==> config.mk <==
export PLATFORM = sky130hd
export DESIGN_NAME = rst_ctrl
export DESIGN_NICKNAME = d
export VERILOG_FILES = /design/src/inc/rst_ctrl_pkg.sv /design/src/hw/rst_ctrl.sv
export SDC_FILE = /design/constraint.sdc
export NUM_CORES = 1
export LEC_CHECK = 0
export BUFFER_PORTS_ARGS = -buffer_cell sky130_fd_sc_hd__buf_2
export CORE_UTILIZATION = 49
export DETAILED_ROUTE_END_ITERATION = 10
export PLACE_DENSITY = 0.81
export REMOVE_ABC_BUFFERS = 1
export SYNTH_ARGS = -nofsm -noshare
export SYNTH_HDL_FRONTEND = slang
export SYNTH_SLANG_ARGS = --single-unit
==> constraint.sdc <==
create_clock -name clk -period 2.6 [get_ports clk]
set_input_delay 0.13 -clock clk [delete_from_list [all_inputs] [get_ports clk]]
set_output_delay 0.13 -clock clk [all_outputs]
set_load 0.02 [all_outputs]
==> src/inc/rst_ctrl_pkg.sv <==
/*
 * Package for the reset and sleep-recovery controller: register offsets,
 * status field positions, sequencer states and timing counts.
 * Assumes a 250 MHz system clock and an APB register bus.
 */
package rst_ctrl_pkg;

    // Byte address of the reset cause status register.
    localparam logic [11:0] STATUS_ADDR    = 12'hFF0;
    // Control register of our own: bit 0 crystal enable, bit 1 pin output enable.
    localparam logic [11:0] CONTROL_ADDR   = 12'hFF4;
    // Debugger control register of our own: bit 0 requests a reset.
    localparam logic [11:0] DEBUG_ADDR     = 12'hFF8;

    // Status field positions.
    localparam int POR_BIT   = 7;
    localparam int SLEEP_BIT = 6;
    localparam int WDOG_BIT  = 5;
    localparam int EXT_BIT   = 4;
    localparam int LVD_BIT   = 0;

    // Control field positions.
    localparam int XTAL_BIT  = 0;
    localparam int PINOE_BIT = 1;

    // Reset values.
    localparam logic [3:0] CAUSE_RESET = 4'h8;
    localparam logic [1:0] CTRL_RESET  = 2'h0;

    // Hold counts in oscillator cycles.
    localparam int HOLD_SHORT = 66;
    localparam int HOLD_LONG  = 5000;

    // Oscillator start-up time and its cycle count at 4 ns.
    localparam int OSC_START_NS  = 4000;
    localparam int CLK_PERIOD_NS = 4;
    localparam int OSC_START_CYC = OSC_START_NS / CLK_PERIOD_NS;

    // Pin filter width in normal operation.
    localparam int PIN_FILTER = 4;

    // Reset vector byte addresses.
    localparam logic [15:0] VEC_HI_ADDR = 16'h0002;
    localparam logic [15:0] VEC_LO_ADDR = 16'h0003;

    // Sequencer states, Gray coded on each step except ST_SLEEP to ST_HOLD; the returns to ST_RUN are not.
    typedef enum logic [2:0] {
        ST_RUN   = 3'b000,
        ST_HOLD  = 3'b001,
        ST_WAITP = 3'b011,
        ST_SLEEP = 3'b010,
        ST_WSTRT = 3'b110,
        ST_WHOLD = 3'b111
    } seq_state_t;

    // Reset cause kinds.
    typedef enum logic [2:0] {
        CAUSE_NONE = 3'h0,
        CAUSE_POR  = 3'h1,
        CAUSE_PIN  = 3'h2,
        CAUSE_WDOG = 3'h3,
        CAUSE_DBG  = 3'h4
    } cause_t;

    // Outputs toward the core.
    typedef struct packed {
        logic        cpuReset;
        logic        sysReset;
        logic        wakeReset;
        logic        vectorFetch;
        logic        wdogIrqReq;
        logic        portCaptureEn;
    } core_ctl_t;

endpackage

==> src/hw/rst_ctrl.sv <==
/*
 * Reset source and sleep-recovery controller. Filters the external reset
 * pin, drives it open-drain as an indicator, sequences reset holds and
 * wake from sleep, and keeps the reset cause status register on APB.
 * Assumes inputs synchronous to clk and an oscillator tick input.
 */
// The implementer's own choice: register access over APB.
`timescale 1ns/1ns

// Behaviour
// - pin low four clocks starts reset; three clocks may or may not.
// - stay in reset while pin low; leave on first edge after release.
// - external pin reset sets external_reset_flag.
// - pin is open-drain reset output during reset or when enabled.
// - internal reset events pull pin low until the hold has elapsed.
// - debugger request resets all but debugger, self-clears, sets power_on_flag.
// - wake hold is 66 or 5000 oscillator cycles plus start-up time.
// - wake touches only watchdog and oscillator control; oscillator selected.
// - after reset or wake, fetch vector at bytes 0002H and 0003H.
// - every completed wake sets sleep_wake_flag.
// - sleep wake sources: watchdog, pin change wake; reset or debug pin resets.
// - watchdog timeout in sleep wakes and sets watchdog and sleep flags.
// - any enabled port pin level change in sleep starts wake.
// - port capture disabled in sleep; only held levels get recorded.
// - reset pin in sleep must pass glitch filter of minimum width.
// - low_voltage_flag is live, unlatched, unaffected by reads or writes.
// - low-voltage detection is inactive when brownout detector disabled.
// - status is read-only at FF0H; a read clears bits 7 to 4.
// - cause flags encode power-on, pin, watchdog and wake kinds.
// - power_on_flag cleared by watchdog or wake; sleep flag by POR, awake watchdog.
// - watchdog and external flags cleared by POR or pin-change wake.
module rst_ctrl #(
    parameter int PORT_W      = 8,
    parameter int SLEEP_FILT  = 8,
    parameter int HOLD_LONG_P = rst_ctrl_pkg::HOLD_LONG
) (
    // Clock and reset.
    input  wire logic              clk,
    input  wire logic              rst_b,
    // APB slave.
    input  wire logic              psel,
    input  wire logic              penable,
    input  wire logic              pwrite,
    input  wire logic [11:0]       paddr,
    input  wire logic [31:0]       pwdata,
    output logic      [31:0]       prdata,
    output logic                   pready,
    output logic                   pslverr,
    // External reset pin, open drain.
    input  wire logic              resetPinIn,
    output logic                   resetPinOut,
    output logic                   resetPinOe,
    // Debug pin and analog detectors.
    input  wire logic              debugPinIn,
    input  wire logic              porEvent,
    input  wire logic              brownoutEnable,
    input  wire logic              lowVoltage,
    // Oscillator cycle tick.
    input  wire logic              oscTick,
    // Watchdog and core state.
    input  wire logic              wdogTimeout,
    input  wire logic              wdogResetMode,
    input  wire logic              sleepEnter,
    // Port wake.
    input  wire logic [PORT_W-1:0] portPins,
    input  wire logic [PORT_W-1:0] portWakeEn,
    // Core controls.
    output rst_ctrl_pkg::core_ctl_t coreCtl,
    output logic      [15:0]       vectorAddr
);

    rst_ctrl_pkg::seq_state_t state;
    rst_ctrl_pkg::cause_t     pendCause;
    logic [3:0]               cause;
    logic [1:0]               ctrl;
    logic                     dbgReq;
    logic [2:0]               pinLowCnt;
    logic [7:0]               sleepLowCnt;
    logic [13:0]              holdCnt;
    logic [PORT_W-1:0]        portLast;
    logic                     pinFiltered;
    logic                     sleepPinReset;
    logic                     portChange;
    logic                     wdogSleep;
    logic                     statusRead;
    logic                     apbWrite;
    logic                     holdDone;
    logic                     internalEvt;
    logic [13:0]              holdTarget;

    // Address decode used by read and write paths.
    function automatic logic isAddr(input logic [11:0] a, input logic [11:0] r);
        isAddr = (a == r);
    endfunction

    // Zero wait states: every access completes in its first access cycle.
    assign pready     = 1'b1;
    assign statusRead = psel && penable && !pwrite && isAddr(paddr, rst_ctrl_pkg::STATUS_ADDR);
    assign apbWrite   = psel && penable && pwrite;

    // Unmapped addresses answer with an error.
    assign pslverr = psel && penable &&
                     !(isAddr(paddr, rst_ctrl_pkg::STATUS_ADDR) ||
                       isAddr(paddr, rst_ctrl_pkg::CONTROL_ADDR) ||
                       isAddr(paddr, rst_ctrl_pkg::DEBUG_ADDR));

    // Read data mux; reserved bits come back zero.
    always_comb begin
        prdata = 32'h0000_0000;
        if (isAddr(paddr, rst_ctrl_pkg::STATUS_ADDR)) begin
            prdata[7:4] = cause;
            prdata[rst_ctrl_pkg::LVD_BIT] = lowVoltage && brownoutEnable;
        end else if (isAddr(paddr, rst_ctrl_pkg::CONTROL_ADDR)) begin
            prdata[1:0] = ctrl;
        end else if (isAddr(paddr, rst_ctrl_pkg::DEBUG_ADDR)) begin
            prdata[0] = dbgReq;
        end
    end

    // Control register; writes to the status address are for the watchdog
    // control register and change nothing here.
    always_ff @(posedge clk or negedge rst_b) begin
        if (!rst_b) begin
            ctrl <= rst_ctrl_pkg::CTRL_RESET;
        end else if (apbWrite && isAddr(paddr, rst_ctrl_pkg::CONTROL_ADDR)) begin
            ctrl <= pwdata[1:0];
        end
    end

    // Debugger request: set by write, cleared once the reset hold begins.
    always_ff @(posedge clk or negedge rst_b) begin
        if (!rst_b) begin
            dbgReq <= 1'b0;
        end else if (apbWrite && isAddr(paddr, rst_ctrl_pkg::DEBUG_ADDR) && pwdata[0]) begin
            dbgReq <= 1'b1;
        end else if (state == rst_ctrl_pkg::ST_HOLD) begin
            dbgReq <= 1'b0;
        end
    end

    // Awake pin filter counts consecutive low clocks; four starts reset.
    // Our own drive is not counted, so the indicator cannot reset the device while awake; the sleep filter does count it.
    always_ff @(posedge clk or negedge rst_b) begin
        if (!rst_b) begin
            pinLowCnt <= 3'h0;
        end else if (resetPinIn || resetPinOe || state == rst_ctrl_pkg::ST_SLEEP) begin
            pinLowCnt <= 3'h0;
        end else if (pinLowCnt != 3'(rst_ctrl_pkg::PIN_FILTER)) begin
            pinLowCnt <= pinLowCnt + 3'h1;
        end
    end
    assign pinFiltered = (pinLowCnt == 3'(rst_ctrl_pkg::PIN_FILTER));

    // Sleep glitch filter: wider, sized by parameter.
    always_ff @(posedge clk or negedge rst_b) begin
        if (!rst_b) begin
            sleepLowCnt <= 8'h00;
        end else if (resetPinIn || state != rst_ctrl_pkg::ST_SLEEP) begin
            sleepLowCnt <= 8'h00;
        end else if (sleepLowCnt != 8'(SLEEP_FILT)) begin
            sleepLowCnt <= sleepLowCnt + 8'h01;
        end
    end
    assign sleepPinReset = (sleepLowCnt == 8'(SLEEP_FILT));

    // Port levels are sampled on sleep entry; any enabled change after wakes.
    always_ff @(posedge clk or negedge rst_b) begin
        if (!rst_b) begin
            portLast <= '0;
        end else if (state != rst_ctrl_pkg::ST_SLEEP) begin
            portLast <= portPins;
        end
    end
    assign portChange = (state == rst_ctrl_pkg::ST_SLEEP) &&
                        |((portPins ^ portLast) & portWakeEn);
    assign wdogSleep  = (state == rst_ctrl_pkg::ST_SLEEP) && wdogTimeout;

    // Internal reset sources while awake; debug pin resets from sleep.
    assign internalEvt = porEvent || dbgReq ||
                         (wdogTimeout && wdogResetMode && state == rst_ctrl_pkg::ST_RUN) ||
                         (!debugPinIn && state == rst_ctrl_pkg::ST_SLEEP);

    // Hold length chosen by crystal enable; wake adds start-up time.
    assign holdTarget = ctrl[rst_ctrl_pkg::XTAL_BIT] ? 14'(HOLD_LONG_P) :
                        14'(rst_ctrl_pkg::HOLD_SHORT);
    assign holdDone   = (holdCnt >= holdTarget);

    // Sequencer; counting is in oscillator ticks, start-up in clocks.
    always_ff @(posedge clk or negedge rst_b) begin
        if (!rst_b) begin
            state   <= rst_ctrl_pkg::ST_HOLD;
            holdCnt <= 14'h0000;
        end else begin
            case (state)
                rst_ctrl_pkg::ST_RUN: begin
                    holdCnt <= 14'h0000;
                    if (pinFiltered || internalEvt) begin
                        state <= rst_ctrl_pkg::ST_HOLD;
                    end else if (sleepEnter) begin
                        state <= rst_ctrl_pkg::ST_SLEEP;
                    end
                end
                rst_ctrl_pkg::ST_HOLD: begin
                    if (oscTick && !holdDone) begin
                        holdCnt <= holdCnt + 14'h0001;
                    end
                    if (holdDone) begin
                        state <= rst_ctrl_pkg::ST_WAITP;
                    end
                end
                rst_ctrl_pkg::ST_WAITP: begin
                    if (resetPinIn) begin
                        state <= rst_ctrl_pkg::ST_RUN;
                    end
                end
                rst_ctrl_pkg::ST_SLEEP: begin
                    holdCnt <= 14'h0000;
                    if (sleepPinReset || internalEvt) begin
                        state <= rst_ctrl_pkg::ST_HOLD;
                    end else if (wdogSleep || portChange) begin
                        state <= rst_ctrl_pkg::ST_WSTRT;
                    end
                end
                rst_ctrl_pkg::ST_WSTRT: begin
                    holdCnt <= holdCnt + 14'h0001;
                    if (holdCnt == 14'(rst_ctrl_pkg::OSC_START_CYC - 1)) begin
                        holdCnt <= 14'h0000;
                        state   <= rst_ctrl_pkg::ST_WHOLD;
                    end
                end
                rst_ctrl_pkg::ST_WHOLD: begin
                    if (oscTick && !holdDone) begin
                        holdCnt <= holdCnt + 14'h0001;
                    end
                    if (holdDone) begin
                        state <= rst_ctrl_pkg::ST_RUN;
                    end
                end
                default: begin
                    state <= rst_ctrl_pkg::ST_HOLD;
                end
            endcase
        end
    end

    // Remember which kind of reset is in progress.
    always_ff @(posedge clk or negedge rst_b) begin
        if (!rst_b) begin
            pendCause <= rst_ctrl_pkg::CAUSE_POR;
        end else if (state == rst_ctrl_pkg::ST_RUN || state == rst_ctrl_pkg::ST_SLEEP) begin
            if (porEvent || dbgReq || (!debugPinIn && state == rst_ctrl_pkg::ST_SLEEP)) begin
                pendCause <= rst_ctrl_pkg::CAUSE_POR;
            end else if (wdogTimeout && wdogResetMode && state == rst_ctrl_pkg::ST_RUN) begin
                pendCause <= rst_ctrl_pkg::CAUSE_WDOG;
            end else if (pinFiltered || sleepPinReset) begin
                pendCause <= rst_ctrl_pkg::CAUSE_PIN;
            end
        end
    end

    // Cause flags: events set, a read clears; an event in the read cycle wins.
    always_ff @(posedge clk or negedge rst_b) begin
        if (!rst_b) begin
            cause <= rst_ctrl_pkg::CAUSE_RESET;
        end else if (state == rst_ctrl_pkg::ST_WAITP && resetPinIn) begin
            case (pendCause)
                rst_ctrl_pkg::CAUSE_PIN:  cause <= 4'h1;
                rst_ctrl_pkg::CAUSE_WDOG: cause <= 4'h2;
                default:                  cause <= 4'h8;
            endcase
        end else if (state == rst_ctrl_pkg::ST_SLEEP && wdogSleep && !sleepPinReset
                     && !internalEvt) begin
            cause <= 4'h6;
        end else if (state == rst_ctrl_pkg::ST_SLEEP && portChange && !sleepPinReset
                     && !internalEvt) begin
            cause <= 4'h4;
        end else if (state == rst_ctrl_pkg::ST_RUN && wdogTimeout && !wdogResetMode) begin
            cause <= (cause & 4'h3) | 4'h2;
        end else if (statusRead) begin
            cause <= 4'h0;
        end
    end

    // Pin drives low during any reset hold or when software enables it.
    assign resetPinOut = 1'b0;
    assign resetPinOe  = (state == rst_ctrl_pkg::ST_HOLD) ||
                         ctrl[rst_ctrl_pkg::PINOE_BIT];

    // Core controls; wake keeps registers other than watchdog/oscillator control.
    always_comb begin
        coreCtl.sysReset      = (state == rst_ctrl_pkg::ST_HOLD) ||
                                (state == rst_ctrl_pkg::ST_WAITP);
        coreCtl.wakeReset     = (state == rst_ctrl_pkg::ST_WSTRT) ||
                                (state == rst_ctrl_pkg::ST_WHOLD);
        coreCtl.cpuReset      = coreCtl.sysReset || coreCtl.wakeReset ||
                                (state == rst_ctrl_pkg::ST_SLEEP);
        coreCtl.vectorFetch   = (state == rst_ctrl_pkg::ST_WAITP && resetPinIn) ||
                                (state == rst_ctrl_pkg::ST_WHOLD && holdDone);
        coreCtl.wdogIrqReq    = (state == rst_ctrl_pkg::ST_WHOLD) && holdDone &&
                                !wdogResetMode && cause[1];
        coreCtl.portCaptureEn = (state == rst_ctrl_pkg::ST_RUN);
    end

    // Vector address for the fetch; low byte follows.
    always_ff @(posedge clk or negedge rst_b) begin
        if (!rst_b) begin
            vectorAddr <= 16'h0000;
        end else begin
            vectorAddr <= rst_ctrl_pkg::VEC_HI_ADDR;
        end
    end
endmodule

* Yosys cells after proc, flatten, opt, wreduce, memory -nomap -nowiden
Cells that the tools add are included.
W data, S select, Z words.
** Cells by class
- Add/sub/neg operators :: 3
- $lt $le $gt $ge :: 1
- Equality and inequality tests :: 24
- Multiplexer cells :: 34
- Bitwise logic cells :: 2
- Reductions and logical operators :: 69
** Operators by type and width (count)
- $pmux W14 S3 :: 1
- $mux W3 :: 13
- $eq A12 B12 Y1 const B :: 3
- $mux W14 :: 2
- $logic_and A1 B1 Y1 :: 27
- $mux W4 :: 6
- $logic_or A1 B1 Y1 :: 20
- $pmux W3 S6 :: 1
- $mux W8 :: 2
- $add A14 B1 Y14 const B :: 1
- $eq A14 B10 Y1 const B :: 1
- $ge A14 B13 Y1 :: 1
- $mux W13 :: 1
- $eq A3 B2 Y1 const B :: 4
- $eq A3 B3 Y1 const B :: 3
- $add A8 B1 Y8 const B :: 1
- $and A8 B8 Y8 :: 1
- $eq A8 B4 Y1 const B :: 1
- $ne A2 B2 Y1 const B :: 4
- $ne A8 B4 Y1 const B :: 1
- $pmux W4 S2 :: 1
- $reduce_or A8 Y1 :: 1
- $xor A8 B8 Y8 :: 1
- $logic_not A1 Y1 :: 7
- 15 further kinds :: 29
** Word-level totals
- Register bits after elaboration :: 47
- Bits of input ports :: 74
- Output and inout bits :: 58
- Logic and storage cells :: 144

* Depth between registers and ports, before layout
Gate-level depths: netlist of the first run.
- Depth in word-level cells :: 10
- Mapped depth :: 9
- Depth with buffers taken out :: 8

* Worst setup path before layout of the first run
No wires, ideal clock.
- Path kind :: reg-to-reg
- From :: reg ctrl[0]
- To :: reg holdCnt[11]
- Library setup time :: 0.077 ns
- Arrival :: 2.201 ns
- Data required time :: 2.523 ns
- Path slack :: 0.321 ns
- Stages on the path, launching flop included :: 9
- Buffers on the path :: 0
- Period minus slack after synthesis :: 2.279 ns
- Cells stage by stage :: dfrtp_1 inv_1 ha_1 a211oi_2 nor2_1 o41ai_4 a41oi_4 or4_1 a21oi_1
** Between the ends
- Cells in the longest elaborated chain, start to end :: 6
** Ends and longest elaborated chain
- start: declaration :: RTL line rst_ctrl.sv:75 : logic [1:0] ctrl;
- start signal: assignment :: RTL line rst_ctrl.sv:124 : ctrl <= rst_ctrl_pkg::CTRL_RESET;
- start signal: assignment :: RTL line rst_ctrl.sv:126 : ctrl <= pwdata[1:0];
- $mux W13 :: RTL line rst_ctrl.sv:184 : assign holdTarget = ctrl[rst_ctrl_pkg::XTAL_BIT] ? 14'(HOLD_LONG_P) :
- $ge A14 B13 Y1 :: RTL line rst_ctrl.sv:186 : assign holdDone = (holdCnt >= holdTarget);
- $logic_not A1 Y1 :: RTL line rst_ctrl.sv:204, rst_ctrl.sv:232
- $logic_and A1 B1 Y1 :: RTL line rst_ctrl.sv:204, rst_ctrl.sv:232
- $ne A2 B1 Y1 (no source line)
- $reduce_and A2 Y1 (no source line)
- end signal: assignment :: RTL line rst_ctrl.sv:205 : holdCnt <= holdCnt + 14'h0001;
- end signal: assignment :: RTL line rst_ctrl.sv:225 : holdCnt <= holdCnt + 14'h0001;
- end signal: assignment :: RTL line rst_ctrl.sv:233 : holdCnt <= holdCnt + 14'h0001;
- end: declaration :: RTL line rst_ctrl.sv:79 : logic [13:0] holdCnt;
No other way between the ends.
A chain may end at the register's enable or synchronous reset.

* Final worst setup path of the first run
- From :: reg ctrl[0]
- To :: reg holdCnt[8]
Same word-level chain as after synthesis.

==> metrics.cfg, run 1 <==
[power]
combPwrFrac_pct=43.5
p_int_uw=1640
power_frac_seq_pct=36.0
power.density_nw_per_um2=738
vdd_drop_max_v=0.000479
power_frac_clock_pct=20.4
switchingPower_uw=1070
switching_share_pct=39.6
leakage_uw=0.00175
total_power_uw=2710

[hold_path]
hp-class=input pin to asynchronous set/reset pin

[outcome]
status=completed

[route]
via_count=2832
routed_wl_um=7200
wl_per_cell_um=14.1
drt_first_iter_violations=194
drt_first_pass_iters=5
route.detailed.drc=0
final_antenna_net_count=0
vias_per_cell=5.53

[place]
globalplace.congestion=0.928
dp_hpwl_um=5200
portBuffers=58

[global_route]
grt_pass1_vias=2712
grt_antenna_before_repair=0
grt_overflow_total=0
grt_first_pass_wirelength_um=11900
grt_max_degree=47
track_usage_pct=20.6

[layout]
layout.nets=521
diodes=0
fillers=549
syn_to_final_growth_pct=12.6
drive_above_1_share_pct=25.7

[floorplan]
chipWidth_um=83.6
ioPinCount=132
die_h_um=83.6
core_um2=6390
placement_rows=29
start_util_pct=51.1
die_area_um2=6990

[synthesis]
yosysWarnings=0
syn_inst=365
yosysSeqAreaShare_pct=35.4
synthTopCellsByArea=dfrtp_1 (33%), buf_4 (10%), ha_1 (4.6%)
yosys.area.top_type_share_pct=33.0
avgSynthCellArea_um2=8.94
synth-seq-cells=46
synth_top_cell_by_area=dfrtp_1
synth_area_um2=3260
ys_types=63
synthFlopType=dfrtp_1
synth_edf_count=0
async_reset_ff_share_pct=100

[setup_path]
critPathSlowestCell=or4b_1
slowest_delay_ns=0.50
worstSetupPathType=flip-flop to flip-flop
critPathArrivalTime_ns=2.81
r2r_setup_slack_ns=0.03
reg2reg_from=ctrl[0]
critPathMostFrequentCell=buf_4
cpLargestDelayFamily=compound AO/OA/AOI/OAI gates
cp_cell_sequence=inv_1 -> buf_4 -> ha_1 -> nor2b_1 -> o21ai_0 -> a21o_1 -> a41oi_4 -> buf_4 -> or4b_1 -> nand2_1
required_ns=2.84
start_kind=flip-flop
r2r_end=holdCnt[8]
crit_fanout=6
crit_buf_inv=3
crit_path_end_kind=flip-flop
worst-r2r-cell-count=10

[flow_run]
max_cap_violations=0

[sta]
rsz0062_at_grt=yes
drv_slew=0
hold_viol_final=0
fin_crit_ns=2.57
setup_violations=0
tightest_slew_ns=1.02
skew_ns=0.00623
whs_ns=0.00187
fmax_mhz=389
min_period_over_period_pct=98.9
max_slew_margin_pct=31.7

[cts]
numCtsBuffers=5
cts_tree=yes
clock-root-buffer=clkbuf_8
clk_pin_slew_worst_paths_ns=0.08
clockBufferDepth=2
htreeDepth=2
clk_latency_ns=0.30
cts_sinks=46

==> state kept, by name, indices dropped and copies added (netlist names), 2 cells and up <==
name / cells
holdCnt: 14
portLast: 8
sleepLowCnt: 8
cause: 4
pinLowCnt: 3
state: 3
ctrl: 2
pendCause: 2
==> cell families (layout without fill, tap and decap cells) <==
kind of cell / count (synthesis) / count (layout) / share of synthesized area [%]
flip-flops: 46 / 46 / 35.4
XOR/XNOR: 15 / 15 / 4.03
adder cells (fa/ha/maj): 12 / 12 / 4.60
AO/OA/AOI/OAI: 71 / 72 / 16.1
AND/OR/NAND/NOR: 139 / 139 / 22.5
multiplexers: 10 / 10 / 3.45
buffers and inverters: 70 / 97 / 13.7
other: 2 / 44 / 0.230
==> how the worst max path moves through the flow <==
stage / from / to / slack [ns] / cells past startpoint
6_report: ctrl[0] / holdCnt[8] / 0.03 / 10
5_1_grt: ctrl[0] / holdCnt[11] / -0.07 / 9
4_1_cts: ctrl[0] / coreCtl[1] / 0.11 / 10
3_5_place_dp: ctrl[0] / holdCnt[3] / 0.14 / 9
3_3_place_gp: ctrl[0] / holdCnt[3] / 0.22 / 9
2_1_floorplan: ctrl[0] / holdCnt[11] / 0.19 / 8
==> repair_timing <==
action / 4_1_cts / 5_1_grt
endpoints found under the setup margin: 0 / 7
endpoints found under the hold margin: 0 / 0
hold buffers: 0 / 0
resized for setup: 0 / 2
setup buffers: 0 / 5
==> layout make-up <==
cell class | instances | area, um2 | area share [%]
Multi-Input combinational cell | 292 | 1840 | 50.2
Sequential cell | 46 | 1150 | 31.4
Inverter | 17 | 63.8 | 1.74
Clock inverter | 1 | 30.0 | 0.817
Timing Repair Buffer | 73 | 403 | 11.0
Tap cell | 77 | 96.3 | 2.62
Clock buffer | 6 | 82.6 | 2.25
==> power by group through the flow <==
stage	logic [uW]	clock network, uW	registers [uW]
4_1_cts	1080	559	974
2_1_floorplan	748	0	963
5_1_grt	1300	588	999
6_report	1180	555	978
3_5_place_dp	1070	0	989
3_3_place_gp	1030	0	982
==> routing by layer <==
layer | vias up | routed length, um | track usage, %
li1 | 1344 | - | -
met1 | 1316 | 3020 | 26.0
met2 | 149 | 3490 | 35.2
met3 | 23 | 481 | 3.36
met4 | 0 | 201 | 8.01
met5 | - | 0 | 0
==> placed cells by master, fill, tap and decap left out, types with 15 or more instances in the layout <==
cell     count
buf_2       58
conb_1      44
dfrtp_1     43
nor2_1      29
nand2_1     29
a21oi_1     19
inv_1       16
nand3_1     16
o21ai_0     15
buf_4       15
==> worst reg2reg max path, cell delays in order, from the launching register on <==
cell and delay, ns:
dfrtp_1 0.35, inv_1 0.08, buf_4 0.15, ha_1 0.28, nor2b_1 0.13, o21ai_0 0.26, a21o_1 0.28, a41oi_4 0.22
buf_4 0.20, or4b_1 0.50, nand2_1 0.08
==> cell usage after synthesis, drive strengths merged (5+ instances only) <==
master / number
a21oi: 20
a22oi: 5
and3: 8
buf: 50
dfrtp: 43
ha: 12
inv: 17
mux2: 10
nand2: 30
nand3: 17
nand4: 5
nor2: 29
nor3: 8
o21ai: 16
o31ai: 5
or3: 10
xor2: 12
==> metrics by stage <==
stage                     cell area [um2]  utilization [%]  instances  setup slack, ns  TNS [ns]
after floorplan                      3040                -        354            0.187         0
after global placement               3500             54.8        499            0.216         0
after detailed placement             3500             54.8        499            0.140         0
after CTS                            3610             56.6        506            0.107         0
final                                3670             57.5        512           0.0282         0
after global routing                 3670             57.5        512          -0.0682    -0.450
(Power assumes the default switching activity.)
==> run 2: changes to the inputs <==
--- a/config.mk
+++ b/config.mk
@@ -6,9 +6,9 @@
 export NUM_CORES = 1
 export LEC_CHECK = 0
 export BUFFER_PORTS_ARGS = -buffer_cell sky130_fd_sc_hd__buf_2
-export CORE_UTILIZATION = 49
+export CORE_UTILIZATION = 30
 export DETAILED_ROUTE_END_ITERATION = 10
-export PLACE_DENSITY = 0.81
+export PLACE_DENSITY = 0.54
 export REMOVE_ABC_BUFFERS = 1
 export SYNTH_ARGS = -nofsm -noshare
 export SYNTH_HDL_FRONTEND = slang
==> metrics.cfg, run 2 (synthesis gave the netlist of run 1 again) <==
[layout]
fillers=1080
regArea_um2=1150
regMostFlops=holdCnt
drive_above_1_share_pct=27.7
layout_common_cells=buf_2 (58), conb_1 (44), dfrtp_1 (43)
diodes=0
top_regs=holdCnt: 14 flops, portLast: 8 flops, sleepLowCnt: 8 flops
design_area_um2=3840
syn_to_final_growth_pct=17.6
final_common_cell=buf_2
multi_input_area_um2=1880
largest_reg_flops=14
layout.nets=526

[setup_path]
critPathSlowestCell=o41ai_4
cp_cell_sequence=inv_2 -> ha_4 -> a211oi_2 -> nor2_2 -> o41ai_4 -> nand3_2 -> nand2_1 -> o21ai_0 -> buf_2
cpLargestDelayFamily=compound AO/OA/AOI/OAI gates
worst-r2r-cell-count=8
r2r_end=holdCnt[13]
crit_buf_inv=2
start_kind=flip-flop
r2r_setup_slack_ns=0.1
slowest_delay_ns=0.42
crit_fanout=5
critPathArrivalTime_ns=2.37
required_ns=2.47
worstSetupPathType=flip-flop to output port
crit_path_end_kind=output port
reg2reg_from=ctrl[0]

[place]
pre_cts_ws_ns=0.128
dpl_cell_area_um2=3610
dp_hpwl_um=5490
portBuffers=58
globalplace.congestion=0.864

[hold_path]
hp-class=input pin to asynchronous set/reset pin

[sta]
setup_slack_ns=0.0973
max_slew_margin_pct=29.1
min_period_over_period_pct=96.3
drv_slew=0
setup_tns_ns=0
fmax_mhz=400
skew_ns=0.0115
hold_viol_final=0
tightest_slew_ns=1.06
setup_violations=0
fin_crit_ns=2.50

[floorplan]
die_area_um2=11300
core_um2=10400
die_h_um=106
placement_rows=37
start_util_pct=31.3
ioPinCount=132
chipWidth_um=106

[route]
routed_wl_um=7460
via_count=2759
drt_first_pass_iters=4
final_antenna_net_count=0
vias_per_cell=4.79
wl_per_cell_um=13.0
drt_first_iter_violations=163
route.detailed.drc=0

[cts]
cts_tree=yes
clock-root-buffer=clkbuf_8
htreeDepth=2
clk_pin_slew_worst_paths_ns=0.09
cts_sinks=46
clockBufferDepth=2
ctsHoldBuffers=0
numCtsBuffers=5
clk_latency_ns=0.30

[global_route]
grt_first_pass_wirelength_um=12100
grt_pass1_vias=2548
grt_max_degree=47
track_usage_pct=13.4
grt_overflow_total=0
grt_antenna_before_repair=0

[power]
power.density_nw_per_um2=721
leakage_uw=0.00178
total_power_uw=2770
vdd_drop_max_v=0.000327

[flow_run]
max_cap_violations=0

[outcome]
status=completed

==> run 2: cell count changes in the layout (fill, tap and decap cells not counted), moves of 2 or more <==
| cell | previous run | this run |
|---|---|---|
| buf_6 | 0 | 2 |
| buf_4 | 15 | 17 |
| ha_1 | 12 | 9 |
| ha_4 | 0 | 2 |
==> run 2: worst register-to-register path: stages (launching register included) <==
cell and delay (ns):
dfrtp_1 0.41, inv_2 0.12, ha_4 0.22, a211oi_2 0.21, nor2_2 0.07, o41ai_4 0.42, a41oi_4 0.26, or4_1 0.55
a21oi_1 0.15
==> run 2: worst max path at each step <==
stage,from,endpoint,slack (ns),cells after the start
6_report,ctrl[0],coreCtl[2],0.1,9
5_1_grt,ctrl[0],coreCtl[2],-0.08,9
4_1_cts,ctrl[0],coreCtl[1],0.01,10
3_5_place_dp,ctrl[0],holdCnt[0],0.13,11
3_3_place_gp,ctrl[0],holdCnt[0],0.13,11
2_1_floorplan,ctrl[0],holdCnt[11],0.19,8
==> run 2: repair_timing <==
action,4_1_cts,5_1_grt
buffers inserted,0,5
endpoints found under the setup margin,0,9
gates resized for setup,0,10
==> run 2: report_power, final <==
group / leakage, uW / internal (uW) / switching (uW) / total [uW]
combinational: 0.00112 / 534 / 712 / 1250
clock: 0.0000573 / 308 / 249 / 557
sequential: 0.000599 / 838 / 127 / 965
==> run 2: routing by layer <==
metal	vias up	global-route usage (%)	share of wire, %
met1	1293	18.1	47
met2	95	21.6	47
li1	1361	-	-
met4	0	4.66	1.6
met5	-	0	0
met3	10	2.51	4.9
==> run 2: cell type report <==
type | instances | area share, %
multi-input combinational | 292 | 48.9
sequential | 46 | 30.1
tap | 136 | 4.43
clock buffer | 6 | 2.15
clock inverter | 1 | 0.782
timing repair buffer | 78 | 12.0
inverter | 17 | 1.66
==> run 2: through the flow <==
stage / hold WS [ns] / util [%] / instances
2_1_floorplan: -0.166 / - / 354
3_3_place_gp: 0.370 / 34.7 / 563
3_5_place_dp: 0.379 / 34.7 / 563
4_1_cts: 0.0594 / 35.7 / 570
5_1_grt: 0.0688 / 36.9 / 576
6_report: 0.0151 / 36.9 / 576
